<file path="src/isd_pkg.sv">
package isd_pkg;
	// opcodes
	localparam logic [7:0] OP_RAW_RECV = 8'hdd;
	localparam logic [7:0] OP_RAW_SEND = 8'hdc;
	localparam logic [7:0] OP_ADDR_READ = 8'hcf;
	localparam logic [7:0] OP_ADDR_WRITE = 8'hdb;
	localparam logic [7:0] OP_BECOME_CTRL = 8'hc0;
	localparam logic [7:0] OP_GO_STANDBY = 8'hc7;
	localparam logic [7:0] OP_PASS_CTRL = 8'hcc;
	localparam logic [7:0] OP_IFC_PULSE = 8'hd5;
	localparam logic [7:0] OP_DEV_CLEAR = 8'hc2;
	localparam logic [7:0] OP_LINE_STATE = 8'hc3;
	localparam logic [7:0] OP_GO_LOCAL = 8'hca;
	localparam logic [7:0] OP_TRIGGER = 8'hd9;
	localparam logic [7:0] OP_REMOTE_EN = 8'hd6;
	localparam logic [7:0] OP_LISTENER_CHECK = 8'hd2;
	localparam logic [7:0] OP_SET_ADDR = 8'hc1;
	localparam logic [7:0] OP_EOS_MODE = 8'hc5;
	localparam logic [7:0] OP_END_MODE = 8'hc6;
	localparam logic [7:0] OP_ONLINE = 8'hcb;
	localparam logic [7:0] OP_SYS_CTRL = 8'hd1;
	localparam logic [7:0] OP_TIME_LIMIT = 8'hd8;
	localparam logic [7:0] OP_SER_POLL = 8'hd3;
	localparam logic [7:0] OP_REQ_SERVICE = 8'hd4;
	localparam logic [7:0] OP_PAR_POLL = 8'hd0;
	localparam logic [7:0] OP_IST_BIT = 8'hc9;
	localparam logic [7:0] OP_PP_CONFIG = 8'hcd;
	localparam logic [7:0] OP_PP_UNCONFIG = 8'hce;
	localparam logic [7:0] OP_INQUIRY = 8'h12;
	localparam logic [7:0] OP_SENSE = 8'h03;
	localparam logic [7:0] OP_WHO_AM_I_QUERY = 8'hc8;
	localparam logic [7:0] OP_CONFIG = 8'hde;
	localparam logic [7:0] OP_STATUS = 8'hd7;
	localparam logic [7:0] OP_WAIT = 8'hda;
	localparam logic [7:0] OP_SEND_CMDS = 8'hc4;
	// command block layout
	localparam int CDB_LEN = 6;
	localparam int CDB_IDX_W = 3;
	localparam int CDB_LAST = 5;
	// status and messages
	localparam logic [7:0] ST_GOOD = 8'h00;
	localparam logic [7:0] ST_CHECK = 8'h02;
	localparam logic [7:0] MSG_COMPLETE = 8'h00;
	localparam logic [7:0] MSG_STATUS_REPORT = 8'h00;
	localparam logic [3:0] SENSE_NONE = 4'h0;
	localparam logic [3:0] SENSE_ILLEGAL = 4'h5;
	localparam int IDENT_DISC_BIT = 6;
	// timing
	localparam int CLK_HZ = 25000000;
	localparam int IFC_US = 500;
	localparam int IFC_CYCLES = (CLK_HZ / 1000000) * IFC_US;
	// function classes handed to the executor
	typedef enum logic [5:0] {
		FN_NONE, FN_RAW_RECV, FN_RAW_SEND, FN_ADDR_READ, FN_ADDR_WRITE,
		FN_BECOME_CTRL, FN_GO_STANDBY, FN_PASS_CTRL, FN_IFC_PULSE,
		FN_DEV_CLEAR, FN_LINE_STATE, FN_GO_LOCAL, FN_TRIGGER, FN_REMOTE_EN,
		FN_LISTENER_CHECK, FN_SET_ADDR, FN_EOS_MODE, FN_END_MODE, FN_ONLINE,
		FN_SYS_CTRL, FN_TIME_LIMIT, FN_SER_POLL, FN_REQ_SERVICE, FN_PAR_POLL,
		FN_IST_BIT, FN_PP_CONFIG, FN_PP_UNCONFIG, FN_INQUIRY, FN_SENSE,
		FN_WHO_AM_I_QUERY, FN_CONFIG, FN_STATUS, FN_WAIT, FN_SEND_CMDS
	} isd_fn_t;
	// scsi phases presented on the phase output
	typedef enum logic [2:0] {
		PH_FREE, PH_MSG_OUT, PH_COMMAND, PH_DATA_IN, PH_DATA_OUT,
		PH_STATUS, PH_MSG_IN
	} isd_phase_t;
endpackage : isd_pkg

</file>
<file path="src/isd_cmd_decoder.sv">
`timescale 1ns/10ps
// Operation
// - decode raw receive and raw send
// - decode addressed read and write
// - decode controller take, standby, pass
// - interface clear held 500 us
// - decode device clear, line state, local
// - decode trigger, remote enable, listener check
// - decode address, string end, end message
// - decode online, system control, time limits
// - decode serial poll, service request, parallel poll
// - decode status bit, poll configure, unconfigure
// - accept inquiry and sense opcodes
// - decode identify, configuration, status
// - decode event wait and command send
// - nonzero reserved field gives illegal request
// - command block is six bytes
// - selection with attention enters message out
// - status byte then one complete message
// - status reporting adds message in first
// - non-disconnecting commands stay connected
// - data in from bus, out to bus
module isd_cmd_decoder (
	// clock and reset
	input wire logic sys_clk,
	input wire logic rst_n,
	// selection from the scsi side (synchronous to sys_clk)
	input wire logic sel_req,
	input wire logic sel_atn,
	input wire logic cont_status_en,
	// initiator byte stream (message out, command, data out)
	input wire logic [7:0] ini_data,
	input wire logic ini_valid,
	output logic ini_ready_q,
	// target byte stream (data in, status, message in)
	output logic [7:0] tgt_data_q,
	output logic tgt_valid_q,
	input wire logic tgt_ready,
	// current phase
	output isd_pkg::isd_phase_t phase_q,
	output logic disc_allowed_q,
	// ieee 488 side data
	input wire logic [7:0] bus_rx_data,
	input wire logic bus_rx_valid,
	input wire logic bus_rx_end,
	output logic bus_rx_ready_q,
	output logic [7:0] bus_tx_data_q,
	output logic bus_tx_valid_q,
	input wire logic bus_tx_ready,
	// executor handoff
	output isd_pkg::isd_fn_t exec_fn_q,
	output logic [39:0] exec_args_q,
	output logic exec_start_q,
	input wire logic exec_done,
	input wire logic exec_error,
	// interface clear and sense
	output logic ifc_active_q,
	output logic [3:0] sense_key_q
);
	typedef enum {
		S_IDLE, S_MSG_OUT, S_CMD, S_LOOKUP, S_CHECK, S_EXEC, S_IFC, S_DATA_IN,
		S_DATA_OUT, S_REPORT, S_STATUS, S_MSG_IN
	} isd_state_t;

	isd_state_t state_q;
	logic [7:0] cdb_q [isd_pkg::CDB_LEN];
	logic [isd_pkg::CDB_IDX_W-1:0] idx_q;
	logic [31:0] count_q;
	logic [7:0] status_q;
	logic ident_disc_q;
	logic pending_q;
	logic ifc_start;
	logic ifc_line;
	logic ifc_done;
	isd_pkg::isd_fn_t fn_q;
	logic fn_in_q;
	logic fn_out_q;
	logic fn_disc_q;
	logic reserved_bad;
	logic tgt_take;
	logic ini_take;

	assign tgt_take = tgt_valid_q && tgt_ready;
	assign ini_take = ini_valid && ini_ready_q;

	isd_opcode_rom u_rom (
		.sys_clk(sys_clk),
		.rst_n(rst_n),
		.opcode(cdb_q[0]),
		.fn_q(fn_q),
		.fn_data_in_q(fn_in_q),
		.fn_data_out_q(fn_out_q),
		.fn_disc_q(fn_disc_q)
	);

	isd_ifc_timer #(
		.CYCLES(isd_pkg::IFC_CYCLES)
	) u_ifc (
		.sys_clk(sys_clk),
		.rst_n(rst_n),
		.start(ifc_start),
		.ifc_q(ifc_line),
		.done_q(ifc_done)
	);

	assign ifc_start = (state_q == S_CHECK) && !reserved_bad
		&& (fn_q == isd_pkg::FN_IFC_PULSE);

	// the last byte is reserved for every opcode here; unknown opcodes also refused
	assign reserved_bad = (cdb_q[isd_pkg::CDB_LAST] != 8'h00)
		|| (fn_q == isd_pkg::FN_NONE);

	// command block capture, six bytes in order
	always_ff @(posedge sys_clk or negedge rst_n) begin
		if (!rst_n) begin
			for (int i = 0; i < isd_pkg::CDB_LEN; i++) begin
				cdb_q[i] <= 8'h00;
			end
		end else if (state_q == S_CMD && ini_take) begin
			cdb_q[idx_q] <= ini_data;
		end
	end

	// main phase sequencer
	always_ff @(posedge sys_clk or negedge rst_n) begin
		if (!rst_n) begin
			state_q <= S_IDLE;
			idx_q <= '0;
			count_q <= 32'h0000_0000;
			status_q <= isd_pkg::ST_GOOD;
			ident_disc_q <= 1'b0;
			pending_q <= 1'b0;
		end else begin
			case (state_q)
				S_IDLE: begin
					idx_q <= '0;
					if (sel_req) begin
						state_q <= sel_atn ? S_MSG_OUT : S_CMD;
						ident_disc_q <= 1'b0;
					end
				end
				S_MSG_OUT: begin
					if (ini_take) begin
						// identify bit 6 only records permission
						ident_disc_q <= ini_data[isd_pkg::IDENT_DISC_BIT];
						state_q <= S_CMD;
					end
				end
				S_CMD: begin
					if (ini_take) begin
						idx_q <= idx_q + 1'b1;
						if (idx_q == isd_pkg::CDB_IDX_W'(isd_pkg::CDB_LAST)) begin
							state_q <= S_LOOKUP;
						end
					end
				end
				S_LOOKUP: begin
					// one cycle for the registered opcode lookup
					state_q <= S_CHECK;
				end
				S_CHECK: begin
					count_q <= {cdb_q[1], cdb_q[2], cdb_q[3], cdb_q[4]};
					if (reserved_bad) begin
						status_q <= isd_pkg::ST_CHECK;
						state_q <= cont_status_en ? S_REPORT : S_STATUS;
					end else if (fn_q == isd_pkg::FN_IFC_PULSE) begin
						state_q <= S_IFC;
					end else if (fn_in_q) begin
						state_q <= S_DATA_IN;
					end else if (fn_out_q) begin
						state_q <= S_DATA_OUT;
					end else begin
						state_q <= S_EXEC;
						pending_q <= 1'b0;
					end
				end
				S_EXEC: begin
					pending_q <= 1'b1;
					if (pending_q && exec_done) begin
						status_q <= exec_error ? isd_pkg::ST_CHECK : isd_pkg::ST_GOOD;
						state_q <= cont_status_en ? S_REPORT : S_STATUS;
					end
				end
				S_IFC: begin
					if (ifc_done) begin
						status_q <= isd_pkg::ST_GOOD;
						state_q <= cont_status_en ? S_REPORT : S_STATUS;
					end
				end
				S_DATA_IN: begin
					if (count_q == 32'h0000_0000 || (bus_rx_end && bus_rx_ready_q)) begin
						status_q <= isd_pkg::ST_GOOD;
						state_q <= cont_status_en ? S_REPORT : S_STATUS;
					end else if (tgt_take) begin
						count_q <= count_q - 32'h0000_0001;
					end
				end
				S_DATA_OUT: begin
					if (count_q == 32'h0000_0000) begin
						status_q <= isd_pkg::ST_GOOD;
						state_q <= cont_status_en ? S_REPORT : S_STATUS;
					end else if (bus_tx_valid_q && bus_tx_ready) begin
						count_q <= count_q - 32'h0000_0001;
					end
				end
				S_REPORT: begin
					if (tgt_take) begin
						state_q <= S_STATUS;
					end
				end
				S_STATUS: begin
					if (tgt_take) begin
						state_q <= S_MSG_IN;
					end
				end
				S_MSG_IN: begin
					if (tgt_take) begin
						state_q <= S_IDLE;
					end
				end
				default: state_q <= S_IDLE;
			endcase
		end
	end

	// initiator-side acceptance: message out, command bytes, data out to bus
	always_ff @(posedge sys_clk or negedge rst_n) begin
		if (!rst_n) begin
			ini_ready_q <= 1'b0;
			bus_tx_data_q <= 8'h00;
			bus_tx_valid_q <= 1'b0;
		end else begin
			ini_ready_q <= 1'b0;
			if (bus_tx_valid_q && bus_tx_ready) begin
				bus_tx_valid_q <= 1'b0;
			end
			case (state_q)
				S_MSG_OUT: ini_ready_q <= !ini_take;
				S_CMD: ini_ready_q <= !ini_take;
				S_DATA_OUT: begin
					// one byte in flight keeps the count exact
					ini_ready_q <= !bus_tx_valid_q && !ini_take && count_q != 32'h0000_0000;
					if (ini_take) begin
						bus_tx_data_q <= ini_data;
						bus_tx_valid_q <= 1'b1;
					end
				end
				default: ini_ready_q <= 1'b0;
			endcase
		end
	end

	// target-side bytes: bus data, optional report, status, complete message
	always_ff @(posedge sys_clk or negedge rst_n) begin
		if (!rst_n) begin
			tgt_data_q <= 8'h00;
			tgt_valid_q <= 1'b0;
			bus_rx_ready_q <= 1'b0;
		end else begin
			bus_rx_ready_q <= 1'b0;
			if (tgt_take) begin
				tgt_valid_q <= 1'b0;
			end
			case (state_q)
				S_DATA_IN: begin
					if (!tgt_valid_q && !bus_rx_ready_q && count_q != 32'h0000_0000) begin
						bus_rx_ready_q <= 1'b1;
					end
					if (bus_rx_ready_q && bus_rx_valid) begin
						tgt_data_q <= bus_rx_data;
						tgt_valid_q <= 1'b1;
					end
				end
				S_REPORT: if (!tgt_valid_q) begin
					tgt_data_q <= isd_pkg::MSG_STATUS_REPORT;
					tgt_valid_q <= 1'b1;
				end
				S_STATUS: if (!tgt_valid_q) begin
					tgt_data_q <= status_q;
					tgt_valid_q <= 1'b1;
				end
				S_MSG_IN: if (!tgt_valid_q) begin
					tgt_data_q <= isd_pkg::MSG_COMPLETE;
					tgt_valid_q <= 1'b1;
				end
				default: ;
			endcase
		end
	end

	// phase, executor handoff, sense key
	always_ff @(posedge sys_clk or negedge rst_n) begin
		if (!rst_n) begin
			phase_q <= isd_pkg::PH_FREE;
			disc_allowed_q <= 1'b0;
			exec_fn_q <= isd_pkg::FN_NONE;
			exec_args_q <= 40'h00_0000_0000;
			exec_start_q <= 1'b0;
			ifc_active_q <= 1'b0;
			sense_key_q <= isd_pkg::SENSE_NONE;
		end else begin
			ifc_active_q <= ifc_line;
			exec_start_q <= (state_q == S_CHECK) && !reserved_bad && !fn_in_q && !fn_out_q
				&& (fn_q != isd_pkg::FN_IFC_PULSE);
			if (state_q == S_CHECK) begin
				exec_fn_q <= fn_q;
				exec_args_q <= {cdb_q[1], cdb_q[2], cdb_q[3], cdb_q[4], cdb_q[5]};
				// a failed sense request keeps no stale key; sense itself reads it
				if (reserved_bad) begin
					sense_key_q <= isd_pkg::SENSE_ILLEGAL;
				end else if (fn_q != isd_pkg::FN_SENSE) begin
					sense_key_q <= isd_pkg::SENSE_NONE;
				end
			end
			disc_allowed_q <= ident_disc_q && fn_disc_q;
			case (state_q)
				S_IDLE: phase_q <= isd_pkg::PH_FREE;
				S_MSG_OUT: phase_q <= isd_pkg::PH_MSG_OUT;
				S_CMD, S_LOOKUP: phase_q <= isd_pkg::PH_COMMAND;
				S_DATA_IN: phase_q <= isd_pkg::PH_DATA_IN;
				S_DATA_OUT: phase_q <= isd_pkg::PH_DATA_OUT;
				S_REPORT, S_MSG_IN: phase_q <= isd_pkg::PH_MSG_IN;
				S_STATUS: phase_q <= isd_pkg::PH_STATUS;
				default: phase_q <= phase_q;
			endcase
		end
	end
endmodule : isd_cmd_decoder

</file>
<file path="src/isd_opcode_rom.sv">
`timescale 1ns/10ps
// registered opcode lookup: one cycle from opcode to class
module isd_opcode_rom (
	// clock and reset
	input wire logic sys_clk,
	input wire logic rst_n,
	// lookup
	input wire logic [7:0] opcode,
	output isd_pkg::isd_fn_t fn_q,
	output logic fn_data_in_q,
	output logic fn_data_out_q,
	output logic fn_disc_q
);
	function automatic isd_pkg::isd_fn_t isd_decode(input logic [7:0] op);
		case (op)
			isd_pkg::OP_RAW_RECV: isd_decode = isd_pkg::FN_RAW_RECV;
			isd_pkg::OP_RAW_SEND: isd_decode = isd_pkg::FN_RAW_SEND;
			isd_pkg::OP_ADDR_READ: isd_decode = isd_pkg::FN_ADDR_READ;
			isd_pkg::OP_ADDR_WRITE: isd_decode = isd_pkg::FN_ADDR_WRITE;
			isd_pkg::OP_BECOME_CTRL: isd_decode = isd_pkg::FN_BECOME_CTRL;
			isd_pkg::OP_GO_STANDBY: isd_decode = isd_pkg::FN_GO_STANDBY;
			isd_pkg::OP_PASS_CTRL: isd_decode = isd_pkg::FN_PASS_CTRL;
			isd_pkg::OP_IFC_PULSE: isd_decode = isd_pkg::FN_IFC_PULSE;
			isd_pkg::OP_DEV_CLEAR: isd_decode = isd_pkg::FN_DEV_CLEAR;
			isd_pkg::OP_LINE_STATE: isd_decode = isd_pkg::FN_LINE_STATE;
			isd_pkg::OP_GO_LOCAL: isd_decode = isd_pkg::FN_GO_LOCAL;
			isd_pkg::OP_TRIGGER: isd_decode = isd_pkg::FN_TRIGGER;
			isd_pkg::OP_REMOTE_EN: isd_decode = isd_pkg::FN_REMOTE_EN;
			isd_pkg::OP_LISTENER_CHECK: isd_decode = isd_pkg::FN_LISTENER_CHECK;
			isd_pkg::OP_SET_ADDR: isd_decode = isd_pkg::FN_SET_ADDR;
			isd_pkg::OP_EOS_MODE: isd_decode = isd_pkg::FN_EOS_MODE;
			isd_pkg::OP_END_MODE: isd_decode = isd_pkg::FN_END_MODE;
			isd_pkg::OP_ONLINE: isd_decode = isd_pkg::FN_ONLINE;
			isd_pkg::OP_SYS_CTRL: isd_decode = isd_pkg::FN_SYS_CTRL;
			isd_pkg::OP_TIME_LIMIT: isd_decode = isd_pkg::FN_TIME_LIMIT;
			isd_pkg::OP_SER_POLL: isd_decode = isd_pkg::FN_SER_POLL;
			isd_pkg::OP_REQ_SERVICE: isd_decode = isd_pkg::FN_REQ_SERVICE;
			isd_pkg::OP_PAR_POLL: isd_decode = isd_pkg::FN_PAR_POLL;
			isd_pkg::OP_IST_BIT: isd_decode = isd_pkg::FN_IST_BIT;
			isd_pkg::OP_PP_CONFIG: isd_decode = isd_pkg::FN_PP_CONFIG;
			isd_pkg::OP_PP_UNCONFIG: isd_decode = isd_pkg::FN_PP_UNCONFIG;
			isd_pkg::OP_INQUIRY: isd_decode = isd_pkg::FN_INQUIRY;
			isd_pkg::OP_SENSE: isd_decode = isd_pkg::FN_SENSE;
			isd_pkg::OP_WHO_AM_I_QUERY: isd_decode = isd_pkg::FN_WHO_AM_I_QUERY;
			isd_pkg::OP_CONFIG: isd_decode = isd_pkg::FN_CONFIG;
			isd_pkg::OP_STATUS: isd_decode = isd_pkg::FN_STATUS;
			isd_pkg::OP_WAIT: isd_decode = isd_pkg::FN_WAIT;
			isd_pkg::OP_SEND_CMDS: isd_decode = isd_pkg::FN_SEND_CMDS;
			default: isd_decode = isd_pkg::FN_NONE;
		endcase
	endfunction : isd_decode

	isd_pkg::isd_fn_t fn_d;
	assign fn_d = isd_decode(opcode);

	// data direction and disconnect capability per class
	always_ff @(posedge sys_clk or negedge rst_n) begin
		if (!rst_n) begin
			fn_q <= isd_pkg::FN_NONE;
			fn_data_in_q <= 1'b0;
			fn_data_out_q <= 1'b0;
			fn_disc_q <= 1'b0;
		end else begin
			fn_q <= fn_d;
			fn_data_in_q <= (fn_d == isd_pkg::FN_RAW_RECV) || (fn_d == isd_pkg::FN_ADDR_READ);
			fn_data_out_q <= (fn_d == isd_pkg::FN_RAW_SEND) || (fn_d == isd_pkg::FN_ADDR_WRITE)
				|| (fn_d == isd_pkg::FN_SEND_CMDS);
			// only the bulk transfers and wait may release the bus
			fn_disc_q <= (fn_d == isd_pkg::FN_RAW_RECV) || (fn_d == isd_pkg::FN_ADDR_READ)
				|| (fn_d == isd_pkg::FN_RAW_SEND) || (fn_d == isd_pkg::FN_ADDR_WRITE)
				|| (fn_d == isd_pkg::FN_WAIT);
		end
	end
endmodule : isd_opcode_rom

</file>
<file path="src/isd_ifc_timer.sv">
`timescale 1ns/10ps
// holds the interface clear line for a fixed number of cycles
module isd_ifc_timer #(
	parameter int CYCLES = isd_pkg::IFC_CYCLES
) (
	// clock and reset
	input wire logic sys_clk,
	input wire logic rst_n,
	// control
	input wire logic start,
	output logic ifc_q,
	output logic done_q
);
	localparam int CW = $clog2(CYCLES + 1);
	logic [CW-1:0] cnt_q;

	// a zero-length pulse would never raise done
	if (CYCLES < 1) begin : g_bad_cycles
		$error("ifc timer needs at least one cycle");
	end

	// count down while the line is held; done pulses on release
	always_ff @(posedge sys_clk or negedge rst_n) begin
		if (!rst_n) begin
			cnt_q <= '0;
			ifc_q <= 1'b0;
			done_q <= 1'b0;
		end else begin
			done_q <= 1'b0;
			if (start && !ifc_q) begin
				cnt_q <= CW'(CYCLES - 1);
				ifc_q <= 1'b1;
			end else if (ifc_q) begin
				if (cnt_q == '0) begin
					ifc_q <= 1'b0;
					done_q <= 1'b1;
				end else begin
					cnt_q <= cnt_q - 1'b1;
				end
			end
		end
	end
endmodule : isd_ifc_timer

</file>
<file path="config.mk">
export PLATFORM = sky130hd
export DESIGN_NAME = isd_cmd_decoder
export DESIGN_NICKNAME = d
export VERILOG_FILES = /design/src/isd_pkg.sv /design/src/isd_cmd_decoder.sv /design/src/isd_opcode_rom.sv /design/src/isd_ifc_timer.sv
export SDC_FILE = /design/constraint.sdc
export NUM_CORES = 1
export LEC_CHECK = 0
export BUFFER_PORTS_ARGS = -buffer_cell sky130_fd_sc_hd__buf_2
export CORE_MARGIN = 2
export CORE_UTILIZATION = 54
export CTS_CLUSTER_DIAMETER = 200
export CTS_CLUSTER_SIZE = 12
export DETAILED_ROUTE_END_ITERATION = 10
export PLACE_DENSITY_LB_ADDON = 0.12
export SLEW_MARGIN = 20
export SYNTH_ARGS = -nofsm -noshare
export SYNTH_HDL_FRONTEND = slang
export SYNTH_HIERARCHICAL = 1
export SYNTH_SLANG_ARGS = --single-unit
</file>
<file path="constraint.sdc">
create_clock -name sys_clk -period 4.8 [get_ports sys_clk]
set_input_delay 0.48 -clock sys_clk [delete_from_list [all_inputs] [get_ports sys_clk]]
set_output_delay 0.48 -clock sys_clk [all_outputs]
set_load 0.005 [all_outputs]
</file>
==> results of run 1 <==
-- sequential cells by signal, indices dropped and copies added (netlist names), 3 cells and up --
name and cells:
count_q 32, bus_tx_data_q 8, u_rom/fn_q 6, state_q 4
idx_q 3, u_ifc/cnt_q 14, exec_args_q 40, cdb_q 48
tgt_data_q 8, exec_fn_q 6, phase_q 3
-- worst min-delay path by stage --
stage | slack [ns] | endpoint | startpoint
2_1_floorplan | 0.18 | bus_rx_ready_q | rst_n
3_3_place_gp | 0.44 | tgt_data_q[0] | tgt_data_q[0]
3_5_place_dp | 0.45 | tgt_data_q[5] | tgt_data_q[5]
4_1_cts | 0.21 | tgt_valid_q | tgt_ready
5_1_grt | 0.20 | tgt_valid_q | tgt_ready
6_report | 0.18 | tgt_data_q[5] | rst_n
-- cells in the final DEF, fill, tap and decap left out, types with 4 or more instances in the layout --
| cell | n |
|---|---|
| a21oi_1 | 38 |
| a22oi_1 | 7 |
| a31oi_1 | 10 |
| and3_1 | 4 |
| buf_2 | 100 |
| buf_4 | 7 |
| clkbuf_16 | 17 |
| clkinv_8 | 5 |
| dfrtp_1 | 188 |
| ha_1 | 5 |
| inv_1 | 15 |
| inv_8 | 6 |
| mux2_2 | 58 |
| mux2i_1 | 8 |
| nand2_1 | 209 |
| nand2b_1 | 8 |
| nand3_1 | 29 |
| nand4_1 | 14 |
| nand4b_1 | 9 |
| nor2_1 | 53 |
| nor2b_1 | 6 |
| nor3_1 | 26 |
| nor3b_1 | 5 |
| nor4_1 | 21 |
| nor4b_1 | 4 |
| o211ai_1 | 8 |
| o21ai_0 | 22 |
| o22ai_1 | 8 |
| o2bb2ai_1 | 9 |
| o311ai_0 | 6 |
| o31ai_1 | 9 |
| or2_2 | 8 |
| or3_1 | 10 |
| or4_1 | 6 |
| or4_4 | 5 |
-- layer usage --
layer,vias to the layer above,track usage (%)
li1,3648,-
met2,285,40.4
met1,3779,40.0
met3,41,5.11
met5,-,0
met4,0,8.33
-- cell families (layout without fill, tap and decap cells) --
group,count (synthesis),after routing,share of synthesized area (%)
flops,188,188,49.7
compound gates,172,172,13.2
xor+xnor,3,3,0.278
other cells,1,2,0.0396
mux,66,66,7.75
simple gates,454,454,24.3
fa+ha+maj,6,6,0.767
buf+inv,73,158,3.94
-- power groups by stage --
stage          clock [µW]  sequential, µW  combinational (µW)
6_report             1440            2530                2270
5_1_grt              1530            2600                2520
4_1_cts              1460            2520                2250
3_5_place_dp            0            2540                2240
3_3_place_gp            0            2530                2210
2_1_floorplan           0            2280                1860
-- stage by stage --
stage                     cell area, µm²  total power [µW]  instances
after CTS                          10700              6230       1274
final                              10700              6240       1274
after global routing               10700              6650       1274
after global placement             10100              4740       1242
after floorplan                     9470              4140        964
after detailed placement           10100              4780       1242
-- cell type report --
type	count	area (µm²)
multi-input combinational	703	4410
tap	225	282
inverter	16	60.1
sequential	188	4700
clock inverter	15	188
fill	1443	6560
timing repair buffer	110	607
clock buffer	17	425
-- worst max-delay path: stages, from the launching register on --
cell and delay, ns:
dfrtp_1 0.64, or4b_2 0.90, nand2_1 0.11, buf_4 0.38, nand4_1 0.69, nand2_1 0.54
a221o_1 0.20
==> flow_summary.toml, run 1 <==
[power]
p_sw_uw = 2600
p_seq_share_pct = 40.5
cellLeakagePower_uw = 0.00515
pwr-share-clk_pct = 23.0
cellInternalPower_uw = 3640
combinationalPowerShare_pct = 36.4
vdd_drop_max_uv = 302
p_per_area_nw_per_um2 = 585
p_sw_share_pct = 41.6

[detailed_routing]
vias_per_cell = 6.09
ant_nets = 0
wl_um = 24200
met2WireLength_um = 11100
topRoutingLayerUsed = "met4"
via_count = 7753
avgRoutedWirePerCell_um = 19.0
wl_met1_um = 11200
drc_errors = 0
first_pass_iters = 6
drtIter0Drc = 730
wl_met3_um = 1420

[sta]
final_max_slew_viol_count = 0
rsz0062_at_grt = "false"
setup_slack_ns = 1.27
relSlewSlack_pct = 27.9
finalCriticalPeriod_ns = 3.53
finalClockSkew_ns = 0.0141
whs_ns = 0.185
finalSetupViolCount = 0
fin_crit_sh_pct = 73.5
finalHoldViolations = 0
fmaxAchievable_ghz = 0.284
worstMarginPinSlew_ns = 1.08
setup_tns_ns = 0

[clock_network]
hold_buffers = 0
post_cts_buffers = 0
root_buffer = "clkbuf_16"
cts_buffers = 17
clk_pin_slew_ns = 0.07
cts_sinks = 188
clk_latency_ns = 0.44
cts_buffer_depth = 2
h-tree-depth = 4
cts_resized = 0
cts_tree = "yes"

[outcome]
run_status = "finished, final reports clean"

[placement]
io_buffers = 101
preCtsSetupSlack_ns = 1.42
hpwl_um = 16200
gp_congestion = 0.932

[synth]
synth_top_area_share_pct = 49.7
yosys_warnings = 6
synth-seq-cells = 188
yosysMostFrequentCell = "nand2_1"
async_reset_ff_share_pct = 100
ys_seq_area_share_pct = 49.7
syn_area_um2 = 9470
postSynthAreaPerCell_um2 = 9.83
synth.top_cells.by_area = "dfrtp_1 (50%), nand2_1 (8.3%), mux2_2 (6.9%)"
ys.flop_type = "dfrtp_1"
synth_cell_types = 97
synth-edff-count = 0
yosysTopAreaCell = "dfrtp_1"
synth_common_cells = "nand2_1 (209), dfrtp_1 (188), mux2_2 (58), nor2_1 (54), a21oi_1 (38)"
netlist_instances = 963

[worst_setup_path]
rrSetupSlack_ns = 1.27
crit_path_end_kind = "flop"
worst_ep_required_time_ns = 5.18
critPathKind = "reg -> reg"
cp-startpoint = "state_q[2]"
reg2reg_from = "state_q[2]"
cp.arrival_ns = 3.90
worstPathMaxFanout = 39
r2r_cells = 6
crit_end = "count_q[0]"
cp-start-kind = "flop"
rr_endpoint = "count_q[0]"

[floorplanning]
core_area_um2 = 17200
start_util_pct = 54.9
io-pin-count = 104
die_h_um = 136
num_rows = 48
die_x_um = 136
die_area_um2 = 18600

[cells_and_area]
fin_util_pct = 61.9
insertedDiodeCount = 0
drive_above_1_share_pct = 23.5
areaGrowthSynthToFinish_pct = 12.8
nNetsFinal = 1069

[worst_hold_path]
hold_path.class = "in -> async"

[global_route]
gr-total-overflow = 0
grt_max_degree = 118
grt_usage_pct = 27.1
grt_pass1_vias = 7230
antenna_found_initial = 0
grt_pass1_wl_um = 38900

[job]
cap_violations = 0
Power figures use the tool's default switching activity.
==> run 2: changes to the inputs <==
==> constraint.sdc (replaced) <==
create_clock -name sys_clk -period 3.4 [get_ports sys_clk]
set_input_delay 0.34 -clock sys_clk [delete_from_list [all_inputs] [get_ports sys_clk]]
set_output_delay 0.34 -clock sys_clk [all_outputs]
set_load 0.005 [all_outputs]
==> run 2 against run 1 <==
  * Setup slack worse by 0.71 ns
  * Register-to-register slack lost 0.71 ns
  * Utilization increased by 0.54 points
  * Clock skew fell by 0.0028 ns
  * Via count up 1.8%
  * Critical path depth unchanged
  * Non-clock buffer count is 16 higher
  * Largest power group unchanged
  * Cell count increased by 1.3%
  * Final area is 0.88% higher
  * First-iteration DRC count is 5.8% lower
  * Largest cell class unchanged
  * Count of clock-buffer cells in the layout unchanged
  * Combinational power rose by 46%
==> flow_summary.toml, run 2 (synthesis results as in run 1) <==
[outcome]
run_status = "finished, final reports clean"

[worst_hold_path]
hold_path.class = "in -> reg"
holdPathStages = 2

[worst_setup_path]
crit_path_end_kind = "flop"
slowest_stage = "or4b_2"
cp-start-kind = "flop"
worst_ep_required_time_ns = 3.72
r2r_cells = 6
cp.arrival_ns = 3.16
critPathKind = "reg -> reg"
rrSetupSlack_ns = 0.56
crit_path_max_incr_delay_ns = 0.76
path_cells = "or4b_2 -> a2111oi_0 -> buf_4 -> a31oi_1 -> nor3b_1 -> o21ai_0"
worstPathMaxFanout = 17

[sta]
finalSetupViolCount = 0
rsz0062_at_grt = "false"
finalClockSkew_ns = 0.0113
finalCriticalPeriod_ns = 2.84
worstMarginPinSlew_ns = 0.836
relSlewSlack_pct = 43.8
fin_crit_sh_pct = 83.5
fmaxAchievable_ghz = 0.352
setup_tns_ns = 0
final_max_slew_viol_count = 0
finalHoldViolations = 0
setup_slack_ns = 0.561

[cells_and_area]
final_common_cell = "nand2_1"
fin_util_pct = 62.5
drive_above_1_share_pct = 24.5
nNetsFinal = 1085
regMostFlops = "cdb_q"
top_regs = "cdb_q (48), exec_args_q (40), count_q (32)"
insertedDiodeCount = 0
final_cell_mix = "nand2_1 (209), dfrtp_1 (188), buf_2 (100)"
design_area_um2 = 10800
areaGrowthSynthToFinish_pct = 13.7
largest_reg_flops = 48

[clock_network]
h-tree-depth = 4
root_buffer = "clkbuf_16"
cts_tree = "yes"
hold_buffers = 1
post_cts_buffers = 0
cts_buffers = 17
cts_buffer_depth = 2
clk_latency_ns = 0.44
clk_pin_slew_ns = 0.08
cts_resized = 0
cts_sinks = 188

[floorplanning]
die_area_um2 = 18600
num_rows = 48
io-pin-count = 104
core_area_um2 = 17200
die_x_um = 136
start_util_pct = 54.9
die_h_um = 136

[detailed_routing]
vias_per_cell = 6.12
via_count = 7894
drtIter0Drc = 688
first_pass_iters = 5
wl_um = 24000
ant_nets = 0
avgRoutedWirePerCell_um = 18.6
drc_errors = 0

[power]
p_per_area_nw_per_um2 = 817
vdd_drop_max_uv = 422
cellInternalPower_uw = 5190
cellLeakagePower_uw = 0.00523
p_seq_share_pct = 40.0
pwr-share-clk_pct = 22.3
p_sw_share_pct = 41.0
combinationalPowerShare_pct = 37.7
p_sw_uw = 3600

[global_route]
grt_usage_pct = 26.8
antenna_found_initial = 0
grt_pass1_vias = 7234
grt_pass1_wl_um = 38800
gr-total-overflow = 0
grt_max_degree = 84

[placement]
place_area_um2 = 10200
preCtsSetupSlack_ns = 0.596
hpwl_um = 16700
gp_congestion = 0.922
io_buffers = 101

[job]
cap_violations = 0
-- run 2: through the flow --
| stage | hold slack [ns] | power (µW) | cells |
|---|---|---|---|
| floorplan | 0.0444 | 5840 | 964 |
| global placement | 0.438 | 6740 | 1257 |
| detailed placement | 0.441 | 6800 | 1257 |
| CTS | 0.0741 | 8800 | 1290 |
| global route | 0.109 | 9380 | 1290 |
| finish | 0.0928 | 8790 | 1290 |
-- run 2: worst paths after layout --
kind                            endpoint          start
max                          count_q[13]     state_q[3]
min in group asynchronous  tgt_data_q[5]          rst_n
max reg2reg                  count_q[13]     state_q[3]
max in group asynchronous      cdb_q[29]          rst_n
min reg2reg                tgt_data_q[5]  tgt_data_q[5]
min                          tgt_valid_q      tgt_ready
-- run 2: power by group through the flow --
stage	Combinational, µW	Clock, µW	Sequential, µW
floorplan	2620	0	3220
detailed placement	3260	0	3540
CTS	3280	2010	3500
finish	3310	1960	3520
global placement	3210	0	3520
global route	3660	2100	3620
-- run 2: layer usage --
layer  global-route usage [%]  vias up  share of wire, %
met3                     4.96       20               5.7
met4                     6.71        0               1.4
met2                     40.8      291                47
li1                         -     3681                 -
met5                        0        -                 0
met1                     39.6     3902                46
-- run 2: layout make-up --
| type | instances | area, µm² |
|---|---|---|
| multi-input cells | 703 | 4410 |
| clock buffers | 17 | 425 |
| repair buffers | 126 | 717 |
| inverters | 16 | 60.1 |
| flip-flops and latches | 188 | 4700 |
| fillers | 1468 | 6470 |
| clock inverters | 15 | 173 |
| well taps | 225 | 282 |
-- run 2: worst max-delay path, delay by kind of cell (launching register included) --
kind | cells | cell delay [ns]
AND/OR/NAND/NOR | 2 | 0.99
AO/OA/AOI/OAI | 3 | 0.85
flip-flops | 1 | 0.64
buffers and inverters | 1 | 0.25
==> run 3: changes to the inputs <==
--- a/config.mk
+++ b/config.mk
@@ -7,7 +7,7 @@
 export LEC_CHECK = 0
 export BUFFER_PORTS_ARGS = -buffer_cell sky130_fd_sc_hd__buf_2
 export CORE_MARGIN = 2
-export CORE_UTILIZATION = 54
+export CORE_UTILIZATION = 53
 export CTS_CLUSTER_DIAMETER = 200
 export CTS_CLUSTER_SIZE = 12
 export DETAILED_ROUTE_END_ITERATION = 10
==> constraint.sdc (replaced) <==
create_clock -name sys_clk -period 2.35 [get_ports sys_clk]
set_input_delay 0.235 -clock sys_clk [delete_from_list [all_inputs] [get_ports sys_clk]]
set_output_delay 0.235 -clock sys_clk [all_outputs]
set_load 0.005 [all_outputs]
==> run 3 against run 2 <==
  * The run now ends with setup timing left
  * Global-route usage increased by 1.2 points
  * Largest power group is now combinational logic
  * Flip-flop and latch count unchanged
  * Worst hold slack got worse by 0.077 ns
  * Routed wire length increased by 9.2%
  * Utilization increased by 6.4 points
  * Sequential power increased by 38%
  * Critical path type unchanged
  * Maximum frequency increased by 12%
  * Clock power increased by 55%
  * Clock skew about the same
  * Critical path depth unchanged
  * Setup slack got worse by 0.74 ns
==> flow_summary.toml, run 3 (synthesis results as in run 1) <==
[outcome]
run_status = "finished, violations left"
violations = "setup timing"

[cells_and_area]
instances_no_fill = 1377
areaGrowthSynthToFinish_pct = 26.3
nNetsFinal = 1172
drive_above_1_share_pct = 33.9
final_common_cell = "nand2_1"
final.fill_count = 1345
largest_reg_flops = 48
insertedDiodeCount = 0
multi_input_area_um2 = 4780
final_cell_mix = "nand2_1 (207), dfrtp_1 (188), buf_2 (101)"
fin_util_pct = 68.9
top_regs = "cdb_q (48), exec_args_q (40), count_q (32)"
design_area_um2 = 12000
regArea_um2 = 4700
regMostFlops = "cdb_q"

[sta]
finalCriticalPeriod_ns = 2.53
fin_crit_sh_pct = 108
worstMarginPinSlew_ns = 0.644
rsz0062_at_grt = "true"
relSlewSlack_pct = 57.1
finalClockSkew_ns = 0.0110
final_max_slew_viol_count = 0
fmaxAchievable_ghz = 0.395
setup_slack_ns = -0.179
finalSetupViolCount = 23
finalHoldViolations = 0

[detailed_routing]
drtIter0Drc = 698
first_pass_iters = 7
ant_nets = 0
wl_um = 26200
avgRoutedWirePerCell_um = 19.0
drc_errors = 0
vias_per_cell = 6.06
via_count = 8338

[clock_network]
cts_sinks = 188
cts_buffer_depth = 2
clk_latency_ns = 0.44
clk_pin_slew_ns = 0.08
cts_buffers = 17
cts_tree = "yes"
h-tree-depth = 4
root_buffer = "clkbuf_16"

[placement]
hpwl_um = 17700
place_area_um2 = 10800
preCtsSetupSlack_ns = -0.150
placed_cells = 1325
io_buffers = 101
gp_congestion = 0.912

[floorplanning]
core_area_um2 = 17400
num_rows = 48
die_area_um2 = 18900
die_x_um = 138
io-pin-count = 104
start_util_pct = 54.5
die_h_um = 138

[power]
vdd_drop_max_uv = 645
pwr-share-clk_pct = 20.7
p_per_area_nw_per_um2 = 1230
combinationalPowerShare_pct = 46.3
p_sw_share_pct = 40.6
p_seq_share_pct = 33.0
cellLeakagePower_uw = 0.00577
total_power_uw = 14700
cellInternalPower_uw = 8730
p_sw_uw = 5960

[worst_setup_path]
worstPathMaxFanout = 4
worst_ep_required_time_ns = 2.65
cp.arrival_ns = 2.83
cp-start-kind = "flop"
crit_path_end_kind = "flop"
critPathKind = "reg -> reg"

[global_route]
gr-total-overflow = 0
grt_usage_pct = 28.0
grt_max_degree = 68
antenna_found_initial = 0
grt_pass1_wl_um = 41000
grt_pass1_vias = 7766

[job]
cap_violations = 0

[worst_hold_path]
hold_path.class = "in -> reg"
-- run 3: changes by cell type in the layout (fill, tap and decap cells not counted), sizes merged --
cell | previous run | this run
bufinv | 0 | 1
clkinvlp | 1 | 0
dlygate4sd3 | 1 | 4
buf | 124 | 208
-- run 3: layout make-up --
type	count	area share (%)
Timing Repair Buffer	213	12.5
Sequential cell	188	39.4
Clock inverter	15	1.76
Inverter	16	0.503
Multi-Input combinational cell	703	40.0
Clock buffer	17	3.56
Tap cell	225	2.36
-- run 3: layer usage --
metal  up-vias  global-route usage [%]  wire (µm)
met1      4144                    40.4      11600
met5         -                       0          0
met2       310                    44.2      12400
met3        45                    4.45       1640
met4         0                    7.50        530
li1       3839                       -          -
-- run 3: final timing paths --
kind / startpoint / to / slack [ns] / depth (start not counted)
max in group asynchronous: rst_n / cdb_q[20] / 1.32 / 3
setup reg to reg: count_q[15] / count_q[21] / -0.18 / 6
hold / removal: bus_rx_data[5] / tgt_data_q[5] / 0.02 / 3
setup / recovery: count_q[15] / count_q[21] / -0.18 / 6
min in group asynchronous: rst_n / tgt_data_q[5] / 0.35 / 2
hold reg to reg: tgt_data_q[3] / tgt_data_q[3] / 0.46 / 2
-- run 3: worst max-delay path, cell delays in order (launching register included) --
cell	delay, ns
dfrtp_1	0.38
or4_4	0.55
or4_4	0.52
buf_4	0.16
or3_4	0.39
o311ai_2	0.25
nand4_1	0.14
-- run 3: what timing repair did --
item                                    4_1_cts  5_1_grt
setup buffers                                 6       10
endpoints found under the setup margin       21       35
hold buffers                                  4        0
pin swaps                                    10       17
gates cloned                                  0        2
hold endpoints to repair                     66        0
gates resized for setup                      16       64
-- run 3: power by group through the flow --
| stage | Combinational, µW | Clock (µW) | Sequential [µW] |
|---|---|---|---|
| 2_1_floorplan | 3860 | 0 | 4670 |
| 3_3_place_gp | 5780 | 0 | 4850 |
| 3_5_place_dp | 5870 | 0 | 4870 |
| 4_1_cts | 6210 | 3090 | 4820 |
| 5_1_grt | 7350 | 3220 | 4980 |
| 6_report | 6800 | 3040 | 4850 |
-- run 3: per-stage QoR --
| step | setup TNS [ns] | hold slack (ns) |
|---|---|---|
| 6_report | -1.58 | 0.0158 |
| 2_1_floorplan | -0.596 | -0.0606 |
| 4_1_cts | -0.480 | 0.00141 |
| 3_3_place_gp | -0.544 | 0.269 |
| 5_1_grt | -3.24 | 0.0236 |
| 3_5_place_dp | -0.986 | 0.268 |
